$ cat config.mk
export PLATFORM = sky130hd
export DESIGN_NAME = jrb_host
export DESIGN_NICKNAME = d
export VERILOG_FILES = /design/src/jrb_pkg.sv /design/src/jrb_bit_if.sv /design/src/jrb_tck_drv.sv /design/src/jrb_host.sv
export VERILOG_INCLUDE_DIRS = /design/src
export SDC_FILE = /design/constraint.sdc
export NUM_CORES = 1
export LEC_CHECK = 0
export BUFFER_PORTS_ARGS = -buffer_cell sky130_fd_sc_hd__buf_4
export CORE_MARGIN = 2
export CORE_UTILIZATION = 65
export DETAILED_ROUTE_END_ITERATION = 6
export PLACE_DENSITY = 0.86
export SETUP_SLACK_MARGIN = 0.3
export SLEW_MARGIN = 30
export SYNTH_ARGS = -nofsm -noshare
export SYNTH_HDL_FRONTEND = slang
export SYNTH_SLANG_ARGS = --single-unit
$ cat constraint.sdc
create_clock -name mclk -period 7.06 [get_ports mclk]
set_clock_uncertainty 0.2 [all_clocks]
set_input_delay 0.353 -clock mclk [delete_from_list [all_inputs] [get_ports mclk]]
set_output_delay 0.353 -clock mclk [all_outputs]
set_load 0.005 [all_outputs]
$ cat src/jrb_map.svh
`ifndef JRB_MAP_SVH
`define JRB_MAP_SVH
// Clock rates and the derived link clock divider
`define JRB_MCLK_PERIOD_NS 8
`define JRB_TCK_PERIOD_NS  64
`define JRB_TCK_HALF       (`JRB_TCK_PERIOD_NS / (2 * `JRB_MCLK_PERIOD_NS))
`define JRB_PH_W           3
// Counter widths
`define JRB_CNT_W          24
`define JRB_PK_W           9
`define JRB_ERR_W          16
// Clock counts of each walk through the test access port
`define JRB_N_TLR          5
`define JRB_N_ONE          1
`define JRB_N_SEL_DR       2
`define JRB_N_SEL_IR_SHORT 2
`define JRB_N_SEL_IR       3
`define JRB_N_ENTER_SHIFT  2
`define JRB_N_IR_BODY      5
// Last instruction bit plus the pass through the update state
`define JRB_N_IR_EXIT      2
`define JRB_N_SHUT_IDLE    24
`define JRB_N_PKT_BODY     271
`define JRB_N_TLR_END      3
`define JRB_LAST_STEP      5'h19
// Instruction codes, six bits, shifted low bit first
`define JRB_IR_SHUTDOWN    6'h0d
`define JRB_IR_CFG_IN      6'h05
`define JRB_IR_CFG_OUT     6'h04
// Setup packet words, high bit first
`define JRB_W_DUMMY        16'hffff
`define JRB_W_SYNC_HI      16'haa99
`define JRB_W_SYNC_LO      16'h5566
`define JRB_W_CMD_HDR      16'h30a1
`define JRB_W_CMD_VAL_A    16'h0008
`define JRB_W_CMD_VAL_RB   16'h0004
`define JRB_W_HDR_B        16'h31a1
`define JRB_W_DONTCARE     16'h0000
`define JRB_W_FAR_HDR      16'h3022
`define JRB_W_ZERO         16'h0000
`define JRB_W_RD_HDR       16'h4880
`define JRB_W_NOOP         16'h2000
`endif

$ cat src/jrb_pkg.sv
`default_nettype none
package jrb_pkg;
   // Where the data bit of a step comes from
   typedef enum logic [1:0] {
      JRB_SRC_X   = 2'h0,
      JRB_SRC_IR  = 2'h1,
      JRB_SRC_PKT = 2'h2,
      JRB_SRC_RB  = 2'h3
   } jrb_src_e;
   // Sequencer states, Gray along idle, issue, wait, finish
   typedef enum logic [1:0] {
      JRB_IDLE  = 2'h0,
      JRB_ISSUE = 2'h1,
      JRB_WAIT  = 2'h3,
      JRB_FIN   = 2'h2
   } jrb_st_e;
   // One step of the pin walk
   typedef struct packed {
      logic             tms;
      jrb_src_e         src;
      logic [23:0]      count;
   } jrb_step_s;
   // Link driver state
   typedef struct packed {
      logic             busy;
      logic [2:0]       ph;
      logic             tck;
      logic             tms;
      logic             tdi;
      logic             done;
      logic             tdo_bit;
      logic             s1;
      logic             s2;
   } jrb_drv_s;
   // Sequencer state
   typedef struct packed {
      jrb_st_e          st;
      logic [4:0]       step;
      logic [23:0]      cnt;
      logic [8:0]       pk;
      logic [23:0]      rbi;
      logic             valid;
      logic             tms;
      logic             tdi;
      logic             rd_bit;
      logic             rd_valid;
      logic             rd_keep;
      logic [15:0]      err;
      logic             fail;
      logic             busy;
      logic             done;
   } jrb_seq_s;
endpackage
`default_nettype wire

$ cat src/jrb_bit_if.sv
`timescale 1ns/1ps
`default_nettype none
// One TCK bit: request with TMS and TDI, answer with sampled TDO
interface jrb_bit_if;
   logic valid;   // Bit request
   logic ready;   // Driver idle
   logic tms;     // Mode level for this bit
   logic tdi;     // Data level for this bit
   logic done;    // One-cycle end of bit
   logic tdo;     // TDO sampled before the rising edge
   modport seq (output valid, tms, tdi, input ready, done, tdo);
   modport drv (input valid, tms, tdi, output ready, done, tdo);
endinterface
`default_nettype wire

$ cat src/jrb_tck_drv.sv
`timescale 1ns/1ps
`default_nettype none
`include "jrb_map.svh"
// Makes TCK from mclk and plays one bit per request
module jrb_tck_drv (
   input  wire logic mclk,
   input  wire logic reset,
   jrb_bit_if.drv    bi,
   output logic      tck,
   output logic      tms,
   output logic      tdi,
   input  wire logic tdo
);
   jrb_pkg::jrb_drv_s r_reg;   // Registered state
   jrb_pkg::jrb_drv_s r_next;  // Next state

   // Low phase first, so TMS and TDI change while TCK is low
   always_comb begin
      r_next = r_reg;
      r_next.done = 1'b0;
      r_next.s1 = tdo;
      r_next.s2 = r_reg.s1;
      if (!r_reg.busy) begin
         // Accept a bit only while idle
         if (bi.valid) begin
            r_next.busy = 1'b1;
            r_next.ph = '0;
            r_next.tms = bi.tms;
            r_next.tdi = bi.tdi;
         end
      end else begin
         r_next.ph = r_reg.ph + 3'h1;
         // Sample TDO just before the rising edge; sync delay is 2 of 4 cycles
         if (r_reg.ph == `JRB_PH_W'(`JRB_TCK_HALF - 1)) begin
            r_next.tdo_bit = r_reg.s2;
            r_next.tck = 1'b1;
         end
         if (r_reg.ph == `JRB_PH_W'(2 * `JRB_TCK_HALF - 1)) begin
            r_next.tck = 1'b0;
            r_next.busy = 1'b0;
            r_next.done = 1'b1;
         end
      end
   end

   // State register
   always_ff @(posedge mclk or posedge reset) begin
      if (reset) begin
         r_reg <= '0;
      end else begin
         r_reg <= r_next;
      end
   end

   assign bi.ready = !r_reg.busy;
   assign bi.done = r_reg.done;
   assign bi.tdo = r_reg.tdo_bit;
   assign tck = r_reg.tck;
   assign tms = r_reg.tms;
   assign tdi = r_reg.tdi;

   // A taken bit ends exactly one TCK period later
   a_bit_length: assert property (@(posedge mclk) disable iff (reset)
      (bi.valid && !r_reg.busy) |-> !bi.done [*8] ##1 !bi.done ##1 bi.done)
      else $error("bit did not end after one TCK period");
   // High phase lasts half a period
   a_tck_high: assert property (@(posedge mclk) disable iff (reset)
      $rose(tck) |-> tck [*4] ##1 !tck)
      else $error("TCK high phase wrong");
   // Pins never move while TCK is high
   a_pins_stable: assert property (@(posedge mclk) disable iff (reset)
      (tck && $past(tck)) |-> ($stable(tms) && $stable(tdi)))
      else $error("TMS or TDI moved while TCK high");
endmodule // jrb_tck_drv
`default_nettype wire

$ cat src/jrb_host.sv
// Operation
// - Config-in instruction 00101, last bit TMS high
// - TMS high two, low two into shift
// - Dummy word then both sync words first
// - Command header with 0008, later 0004 readback
// - Header 31A1 plus filler; address header, zeros
// - Read header pair, then two no-op words
// - 271 clocks TMS low, last bit high
// - TMS high three, low two into IR
// - Config-out instruction 00100, last bit TMS high
// - Readback bits minus one low, last high
// - Three TMS high clocks end in Select-DR-Scan
// - Compare unmasked bits, ignore masked bits
// - Mask and expected aligned from pad frame
// - Host switches itself from write to read
// - First returned frame is dummy, discard; here only flagged on rd_keep
// - Shutdown instruction, then 24 idle clocks
`timescale 1ns/1ps
`default_nettype none
`include "jrb_map.svh"
module jrb_host #(
   parameter int unsigned RB_BITS    = 2080,  // Total readback bits, pad frame included
   parameter int unsigned FRAME_BITS = 1040   // Bits in one frame
) (
   input  wire logic        mclk,
   input  wire logic        reset,
   input  wire logic        start,      // Begin one readback session
   input  wire logic        exp_bit,    // Expected bit for rb_index
   input  wire logic        mask_bit,   // Mask bit for rb_index, 1 ignores
   output logic [23:0]      rb_index,   // Index of the readback bit in flight
   output logic             rd_bit,     // Returned bit
   output logic             rd_valid,   // One-cycle strobe for rd_bit
   output logic             rd_keep,    // Bit lies past the dummy frame
   output logic [15:0]      err_count,  // Unmasked mismatches
   output logic             fail,       // Any unmasked mismatch
   output logic             busy,       // Session in progress
   output logic             done,       // One-cycle end of session
   output logic             tck,        // Link clock, divided from mclk
   output logic             tms,        // Mode select pin
   output logic             tdi,        // Data to the device
   input  wire logic        tdo         // Data from the device
);
   jrb_pkg::jrb_seq_s r_reg;    // Registered state
   jrb_pkg::jrb_seq_s r_next;   // Next state
   jrb_pkg::jrb_step_s cur;     // Step now being played
   logic               cur_tdi; // Data level of the bit now being issued
   // Selects are taken from locals, not straight off a function call
   logic [5:0]         cur_ir;   // Instruction code of the current step
   logic [15:0]        cur_word; // Packet word holding the current bit

   jrb_bit_if bi ();            // Bit requests to the link driver

   // Pin walk, one entry per stretch of equal TMS
   function automatic jrb_pkg::jrb_step_s step_of(input logic [4:0] s);
      jrb_pkg::jrb_step_s t;
      t.tms = 1'b0;
      t.src = jrb_pkg::JRB_SRC_X;
      t.count = `JRB_CNT_W'(`JRB_N_ONE);
      case (s)
         // Reach test-logic-reset, then idle
         5'h00: t = '{1'b1, jrb_pkg::JRB_SRC_X, `JRB_CNT_W'(`JRB_N_TLR)};
         5'h01: t = '{1'b0, jrb_pkg::JRB_SRC_X, `JRB_CNT_W'(`JRB_N_ONE)};
         5'h02: t = '{1'b1, jrb_pkg::JRB_SRC_X, `JRB_CNT_W'(`JRB_N_SEL_IR_SHORT)};
         5'h03: t = '{1'b0, jrb_pkg::JRB_SRC_X, `JRB_CNT_W'(`JRB_N_ENTER_SHIFT)};
         // Shutdown instruction and its idle wait
         5'h04: t = '{1'b0, jrb_pkg::JRB_SRC_IR, `JRB_CNT_W'(`JRB_N_IR_BODY)};
         // Last bit, then through Update-IR so the wait is spent in idle
         5'h05: t = '{1'b1, jrb_pkg::JRB_SRC_X, `JRB_CNT_W'(`JRB_N_IR_EXIT)};
         5'h06: t = '{1'b0, jrb_pkg::JRB_SRC_X, `JRB_CNT_W'(`JRB_N_SHUT_IDLE)};
         5'h07: t = '{1'b1, jrb_pkg::JRB_SRC_X, `JRB_CNT_W'(`JRB_N_SEL_IR_SHORT)};
         5'h08: t = '{1'b0, jrb_pkg::JRB_SRC_X, `JRB_CNT_W'(`JRB_N_ENTER_SHIFT)};
         // Config-in instruction, body then last bit with TMS high
         5'h09: t = '{1'b0, jrb_pkg::JRB_SRC_IR, `JRB_CNT_W'(`JRB_N_IR_BODY)};
         5'h0a: t = '{1'b1, jrb_pkg::JRB_SRC_X, `JRB_CNT_W'(`JRB_N_ONE)};
         // Select-DR then Shift-DR
         5'h0b: t = '{1'b1, jrb_pkg::JRB_SRC_X, `JRB_CNT_W'(`JRB_N_SEL_DR)};
         5'h0c: t = '{1'b0, jrb_pkg::JRB_SRC_X, `JRB_CNT_W'(`JRB_N_ENTER_SHIFT)};
         // Setup packets, last bit leaves Shift-DR
         5'h0d: t = '{1'b0, jrb_pkg::JRB_SRC_PKT, `JRB_CNT_W'(`JRB_N_PKT_BODY)};
         5'h0e: t = '{1'b1, jrb_pkg::JRB_SRC_PKT, `JRB_CNT_W'(`JRB_N_ONE)};
         // Back to Shift-IR
         5'h0f: t = '{1'b1, jrb_pkg::JRB_SRC_X, `JRB_CNT_W'(`JRB_N_SEL_IR)};
         5'h10: t = '{1'b0, jrb_pkg::JRB_SRC_X, `JRB_CNT_W'(`JRB_N_ENTER_SHIFT)};
         // Config-out instruction turns the link round to reading
         5'h11: t = '{1'b0, jrb_pkg::JRB_SRC_IR, `JRB_CNT_W'(`JRB_N_IR_BODY)};
         5'h12: t = '{1'b1, jrb_pkg::JRB_SRC_X, `JRB_CNT_W'(`JRB_N_ONE)};
         5'h13: t = '{1'b1, jrb_pkg::JRB_SRC_X, `JRB_CNT_W'(`JRB_N_SEL_DR)};
         5'h14: t = '{1'b0, jrb_pkg::JRB_SRC_X, `JRB_CNT_W'(`JRB_N_ENTER_SHIFT)};
         // Readback: all bits but one low, last bit high
         5'h15: t = '{1'b0, jrb_pkg::JRB_SRC_RB, `JRB_CNT_W'(RB_BITS - 1)};
         5'h16: t = '{1'b1, jrb_pkg::JRB_SRC_RB, `JRB_CNT_W'(`JRB_N_ONE)};
         5'h17: t = '{1'b1, jrb_pkg::JRB_SRC_X, `JRB_CNT_W'(`JRB_N_SEL_IR)};
         5'h18: t = '{1'b0, jrb_pkg::JRB_SRC_X, `JRB_CNT_W'(`JRB_N_ENTER_SHIFT)};
         // Three high clocks from Shift-IR end in Select-DR-Scan
         5'h19: t = '{1'b1, jrb_pkg::JRB_SRC_X, `JRB_CNT_W'(`JRB_N_TLR_END)};
         default: t = '{1'b1, jrb_pkg::JRB_SRC_X, `JRB_CNT_W'(`JRB_N_ONE)};
      endcase
      return t;
   endfunction

   // Instruction for the step; one code per shift-IR stretch
   function automatic logic [5:0] ir_of(input logic [4:0] s);
      if (s < 5'h09) begin
         return `JRB_IR_SHUTDOWN;
      end else if (s < 5'h11) begin
         return `JRB_IR_CFG_IN;
      end else begin
         return `JRB_IR_CFG_OUT;
      end
   endfunction

   // Setup stream; a spare leading dummy pads it to 272 bits
   function automatic logic [15:0] word_of(input logic [4:0] w);
      case (w)
         5'h00: return `JRB_W_DUMMY;
         5'h01: return `JRB_W_DUMMY;
         5'h02: return `JRB_W_SYNC_HI;
         5'h03: return `JRB_W_SYNC_LO;
         5'h04: return `JRB_W_CMD_HDR;
         5'h05: return `JRB_W_CMD_VAL_A;
         5'h06: return `JRB_W_HDR_B;
         5'h07: return `JRB_W_DONTCARE;
         5'h08: return `JRB_W_FAR_HDR;
         5'h09: return `JRB_W_ZERO;
         5'h0a: return `JRB_W_ZERO;
         5'h0b: return `JRB_W_CMD_HDR;
         5'h0c: return `JRB_W_CMD_VAL_RB;
         5'h0d: return `JRB_W_RD_HDR;
         5'h0e: return `JRB_W_ZERO;
         5'h0f: return `JRB_W_NOOP;
         5'h10: return `JRB_W_NOOP;
         default: return `JRB_W_ZERO;
      endcase
   endfunction

   // Data level of the current bit
   always_comb begin
      cur = step_of(r_reg.step);
      cur_ir = ir_of(r_reg.step);
      cur_word = word_of(r_reg.pk[8:4]);
      case (cur.src)
         // Instruction bits low bit first
         jrb_pkg::JRB_SRC_IR: cur_tdi = cur_ir[r_reg.cnt[2:0]];
         // Packet bits high bit first
         jrb_pkg::JRB_SRC_PKT: cur_tdi = cur_word[~r_reg.pk[3:0]];
         // Readback holds TDI low; also the last instruction bit
         default: cur_tdi = 1'b0;
      endcase
   end

   // Sequencer: issue one bit, wait for its end, advance
   always_comb begin
      r_next = r_reg;
      r_next.rd_valid = 1'b0;
      r_next.done = 1'b0;
      case (r_reg.st)
         // Idle until start; clears the verdict of the last session
         jrb_pkg::JRB_IDLE: begin
            if (start) begin
               r_next.st = jrb_pkg::JRB_ISSUE;
               r_next.step = '0;
               r_next.cnt = '0;
               r_next.pk = '0;
               r_next.rbi = '0;
               r_next.err = '0;
               r_next.fail = 1'b0;
               r_next.busy = 1'b1;
            end
         end
         // Present the bit; the driver takes it while ready
         jrb_pkg::JRB_ISSUE: begin
            r_next.valid = 1'b1;
            r_next.tms = cur.tms;
            r_next.tdi = cur_tdi;
            if (r_reg.valid && bi.ready) begin
               r_next.valid = 1'b0;
               r_next.st = jrb_pkg::JRB_WAIT;
            end
         end
         // Bit finished: collect TDO, move the counters
         jrb_pkg::JRB_WAIT: begin
            if (bi.done) begin
               r_next.st = jrb_pkg::JRB_ISSUE;
               if (cur.src == jrb_pkg::JRB_SRC_PKT) begin
                  r_next.pk = r_reg.pk + 9'h001;
               end
               if (cur.src == jrb_pkg::JRB_SRC_RB) begin
                  r_next.rd_valid = 1'b1;
                  r_next.rd_bit = bi.tdo;
                  // Pad frame still flows, only flagged
                  r_next.rd_keep = (r_reg.rbi >= `JRB_CNT_W'(FRAME_BITS));
                  r_next.rbi = r_reg.rbi + 24'h000001;
                  // Mask 1 ignores the bit
                  if (!mask_bit && (bi.tdo != exp_bit)) begin
                     r_next.err = r_reg.err + 16'h0001;
                     r_next.fail = 1'b1;
                  end
               end
               if (r_reg.cnt == cur.count - 24'h000001) begin
                  r_next.cnt = '0;
                  if (r_reg.step == `JRB_LAST_STEP) begin
                     r_next.st = jrb_pkg::JRB_FIN;
                  end else begin
                     r_next.step = r_reg.step + 5'h01;
                  end
               end else begin
                  r_next.cnt = r_reg.cnt + 24'h000001;
               end
            end
         end
         // Session over; one pulse on done
         jrb_pkg::JRB_FIN: begin
            r_next.st = jrb_pkg::JRB_IDLE;
            r_next.busy = 1'b0;
            r_next.done = 1'b1;
         end
         default: begin
            r_next = '0;
         end
      endcase
   end

   // State register
   always_ff @(posedge mclk or posedge reset) begin
      if (reset) begin
         r_reg <= '0;
      end else begin
         r_reg <= r_next;
      end
   end

   // Requests to the link driver
   assign bi.valid = r_reg.valid;
   assign bi.tms = r_reg.tms;
   assign bi.tdi = r_reg.tdi;

   // Link driver makes TCK by division, so no second domain here
   jrb_tck_drv u_drv (
      .mclk  (mclk),
      .reset (reset),
      .bi    (bi),
      .tck   (tck),
      .tms   (tms),
      .tdi   (tdi),
      .tdo   (tdo)
   );

   // User-side outputs, all registered
   assign rb_index = r_reg.rbi;
   assign rd_bit = r_reg.rd_bit;
   assign rd_valid = r_reg.rd_valid;
   assign rd_keep = r_reg.rd_keep;
   assign err_count = r_reg.err;
   assign fail = r_reg.fail;
   assign busy = r_reg.busy;
   assign done = r_reg.done;

   // Readback bits never drive TDI high
   a_tdi_quiet_rb: assert property (@(posedge mclk) disable iff (reset)
      (r_reg.valid && cur.src == jrb_pkg::JRB_SRC_RB) |-> !r_reg.tdi)
      else $error("TDI not constant during readback");
   // Last config-in and config-out instruction bit goes out with TMS high and TDI low
   a_ir_last_bit: assert property (@(posedge mclk) disable iff (reset)
      (r_reg.valid && (r_reg.step == 5'h0a || r_reg.step == 5'h12)) |-> (r_reg.tms && !r_reg.tdi))
      else $error("instruction last bit wrong");
   // First sync word follows the dummy words
   a_sync_first: assert property (@(posedge mclk) disable iff (reset)
      (r_reg.valid && r_reg.step == 5'h0d && r_reg.pk == 9'h020) |-> r_reg.tdi)
      else $error("sync word high bit wrong");
   // Dummy frame bits are never kept
   a_pad_dropped: assert property (@(posedge mclk) disable iff (reset)
      (rd_valid && rb_index <= `JRB_CNT_W'(FRAME_BITS)) |-> !rd_keep)
      else $error("pad frame bit kept");
   // Unmasked mismatch raises fail next cycle
   a_mismatch_flag: assert property (@(posedge mclk) disable iff (reset)
      (r_reg.st == jrb_pkg::JRB_WAIT && bi.done && cur.src == jrb_pkg::JRB_SRC_RB
       && !mask_bit && bi.tdo != exp_bit) |=> (fail && err_count == $past(err_count) + 16'h0001))
      else $error("mismatch not counted");
   // Masked bits leave the count alone
   a_masked_ignored: assert property (@(posedge mclk) disable iff (reset)
      (r_reg.st == jrb_pkg::JRB_WAIT && bi.done && mask_bit) |=> $stable(err_count))
      else $error("masked bit counted");
   // Start leads to busy within two cycles
   a_start_busy: assert property (@(posedge mclk) disable iff (reset)
      (r_reg.st == jrb_pkg::JRB_IDLE && start) |=> busy ##1 r_reg.valid)
      else $error("start not taken");
   // Packet body keeps TMS low, the last packet bit raises it
   a_pkt_tms: assert property (@(posedge mclk) disable iff (reset)
      (r_reg.valid && cur.src == jrb_pkg::JRB_SRC_PKT) |-> (r_reg.tms == (r_reg.step == 5'h0e)))
      else $error("packet TMS level wrong");
   // Readback keeps TMS low until its last bit
   a_rb_tms: assert property (@(posedge mclk) disable iff (reset)
      (r_reg.valid && cur.src == jrb_pkg::JRB_SRC_RB) |-> (r_reg.tms == (r_reg.step == 5'h16)))
      else $error("readback TMS level wrong");
   // The closing walk holds TMS high
   a_end_tms: assert property (@(posedge mclk) disable iff (reset)
      (r_reg.valid && r_reg.step == `JRB_LAST_STEP) |-> r_reg.tms)
      else $error("closing TMS level wrong");
endmodule // jrb_host
`default_nettype wire

==> flow_summary.yaml <==
status:
  status: "finished clean"
final_layout:
  final_common_cell: "dfrtp_1"
  fin_nets: 721
  largest_reg_flops: 40
  drive_gt1_frac: 0.138
  area_delta_synth_final_pct: 5.99
  mostFrequentLayoutCells: "dfrtp_1, nor2_1, nand2_1"
  fillers: 678
  antenna_cells: 0
floorplan:
  die_y_um: 101
  rows: 35
  core_mm2: 0.00924
  initial_core_util: 0.669
  dieWidth_um: 101
  pin_count: 55
  dieArea_mm2: 0.0103
worst_setup_path:
  crit_path_cell_trace: "inv_1, ha_1, nor2b_1, o311ai_1, o21a_1, ha_1, inv_1, a311oi_2, ha_1, xor2_1, xnor2_1, nor3_1, nand3_1, or3_4, a211o_1, a21oi_2, nor2_1"
  required_ns: 7.09
  r2r_start: "r_reg[82]$_DFFE_PP0P_"
  crit_arrival_ns: 5.16
  cp_common_cell: "ha_1"
  worstSetupEndpointType: "flip-flop"
  cp_max_fo: 20
  crit_path_max_incr_delay_ns: 0.68
  cp_slowest_cell: "a21oi_2"
  crit_path_start_kind: "flip-flop"
  ff2ff_path_depth: 17
  r2r_slack_ns: 1.93
  r2r_end: "r_reg[73]$_DFFE_PP0P_"
  critPathKind: "reg2reg"
  worst-path-buf-inv: 2
  path_delay_family: "compound AO/OA/AOI/OAI gates"
synthesis:
  synthesis.nets: 719
  syn_area_mm2: 0.00618
  syn_avg_cell_area_um2: 8.98
  synth_ff_type: "dfrtp_1"
  synthCells: 688
  yosysWarnings: 0
  synth_edf_count: 0
  async_flop_share: 1.00
  yosys_register_bits: 100
  seq_area_frac_synth: 0.405
  ys_types: 65
global_routing:
  grt_pass1_vias: 4824
  antenna_found_initial: 0
  grt_pass1_wl_um: 21800
  grt_util_met1: 0.342
  top_usage_layer: "met2"
  grtUsageMet2: 0.434
  grt_usage: 0.264
  grt_max_degree: 86
  grt.met3_usage: 0.0483
  grt_overflow: 0
sta:
  rsz0062_at_grt: "no"
  worst_slew_pin_slew_ns: 0.853
  max_slew_margin: 0.431
  finalHoldViolCount: 0
  setup_viol: 0
  maxSlewViolCount: 0
  tns_ns: 0
  min_period_over_period: 0.726
  fmax_ghz: 0.195
  period_minus_slack_ns: 5.13
cts:
  cts_repair_resize_count: 0
  clk-insertion-delay-late_ns: 0.38
  cts_max_level: 3
  cts_made_buffers: 9
  cts_sinks: 100
  clock-root-buffer: "clkbuf_8"
  cts_setup_buffers: 0
  cts.path.max_buffers: 2
  clk_pin_slew_ns: 0.11
  cts_tree: "yes"
drt:
  drtIter0Drc: 258
  ant_nets: 0
  drc: 0
  firstDrtPassIters: 5
  wire_per_inst_um: 15.7
  avgViaCountPerCell: 5.98
  drt-total-wl_um: 13000
  vias: 4927
place:
  hpwl_um: 9030
  io_buffers: 54
  gp_congestion: 0.902
worst_hold_path:
  hold_class: "in2reg"
  hold_end: "busy$_DFFE_PP0P_"
  hold_path_depth: 3
  min_from: "start"
job:
  maxCapViolCount: 0
power_and_ir_drop:
  leakage_nw: 3.04
  total_power_mw: 0.984
  p_per_area_mw_per_mm2: 150
  irDropWorstVdd_mv: 0.0831
[through the flow]
stage	hold slack [ns]	instance area [um^2]	setup slack, ns	std cells	utilization
floorplan	0.131	6180	2.99	688	-
global placement	0.0903	6330	2.34	806	0.685
detailed placement	0.100	6330	1.98	806	0.685
CTS	0.0411	6550	1.96	824	0.709
global route	0.0586	6550	1.55	824	0.709
finish	0.0504	6550	1.93	824	0.709
[power by group]
part           switching, mW  internal, mW
clock network          0.226         0.138
logic                 0.0214        0.0129
registers            0.00872         0.578
total                  0.256         0.728
[worst min-delay path: stages]
cell	delay, ns
buf_4	0.09
a21oi_1	0.06
nor2_1	0.08
[worst max-delay path by stage]
stage | startpoint | to | slack, ns | cells past startpoint
floorplan | r_reg[82]$_DFFE_PP0P_ | r_reg[83]$_DFFE_PP0P_ | 2.99 | 17
global placement | r_reg[82]$_DFFE_PP0P_ | r_reg[72]$_DFFE_PP0P_ | 2.34 | 17
detailed placement | r_reg[82]$_DFFE_PP0P_ | r_reg[73]$_DFFE_PP0P_ | 1.98 | 17
CTS | r_reg[82]$_DFFE_PP0P_ | r_reg[73]$_DFFE_PP0P_ | 1.96 | 17
global route | r_reg[82]$_DFFE_PP0P_ | r_reg[69]$_DFFE_PP0P_ | 1.55 | 17
finish | r_reg[82]$_DFFE_PP0P_ | r_reg[73]$_DFFE_PP0P_ | 1.93 | 17
[logic make-up (layout without fill, tap and decap cells)]
logic type	Yosys count	after routing	share of synthesized area
compound gates	100	100	0.108
xor+xnor	65	65	0.0921
fa+ha+maj	25	25	0.0506
flops	100	100	0.405
simple gates	293	293	0.231
buf+inv	90	97	0.0849
mux	15	15	0.0284
[synth_stat cells (10+ instances only)]
cell type | n | share of area
buf_4 | 42 | 0.051
xnor2_1 | 27 | 0.038
and3_1 | 13 | 0.013
nand4_1 | 17 | 0.017
nand2_1 | 62 | 0.038
nand3_1 | 35 | 0.028
or3_1 | 10 | 0.010
inv_1 | 22 | 0.013
a21oi_1 | 26 | 0.021
nor2_1 | 99 | 0.060
dfrtp_1 | 100 | 0.41
clkbuf_1 | 18 | 0.011
nor3_1 | 12 | 0.0097
xor2_1 | 38 | 0.054
ha_1 | 25 | 0.051
o21ai_0 | 27 | 0.022
[area by class of cell]
class	count	area (um^2)	area share
Multi-Input combinational cell	498	3160	0.482
Sequential cell	100	2500	0.382
Timing Repair Buffer	58	444	0.0678
Tap cell	129	161	0.0246
Clock buffer	9	124	0.0189
Inverter	23	88.8	0.0136
Clock inverter	7	70.1	0.0107
[repair_timing]
action / CTS / global route
endpoints found under the setup margin: 0 / 0
endpoints found under the hold margin: 16 / 0
hold buffers: 2 / 0
[per-layer routing]
| layer | vias up | wire, um | part of all wire |
|---|---|---|---|
| li1 | 2343 | - | - |
| met1 | 2363 | 5520 | 0.43 |
| met2 | 185 | 6430 | 0.50 |
| met3 | 36 | 702 | 0.054 |
| met4 | 0 | 302 | 0.023 |
| met5 | - | 0 | 0 |
Note: power is estimated with default switching activity, not from simulation.
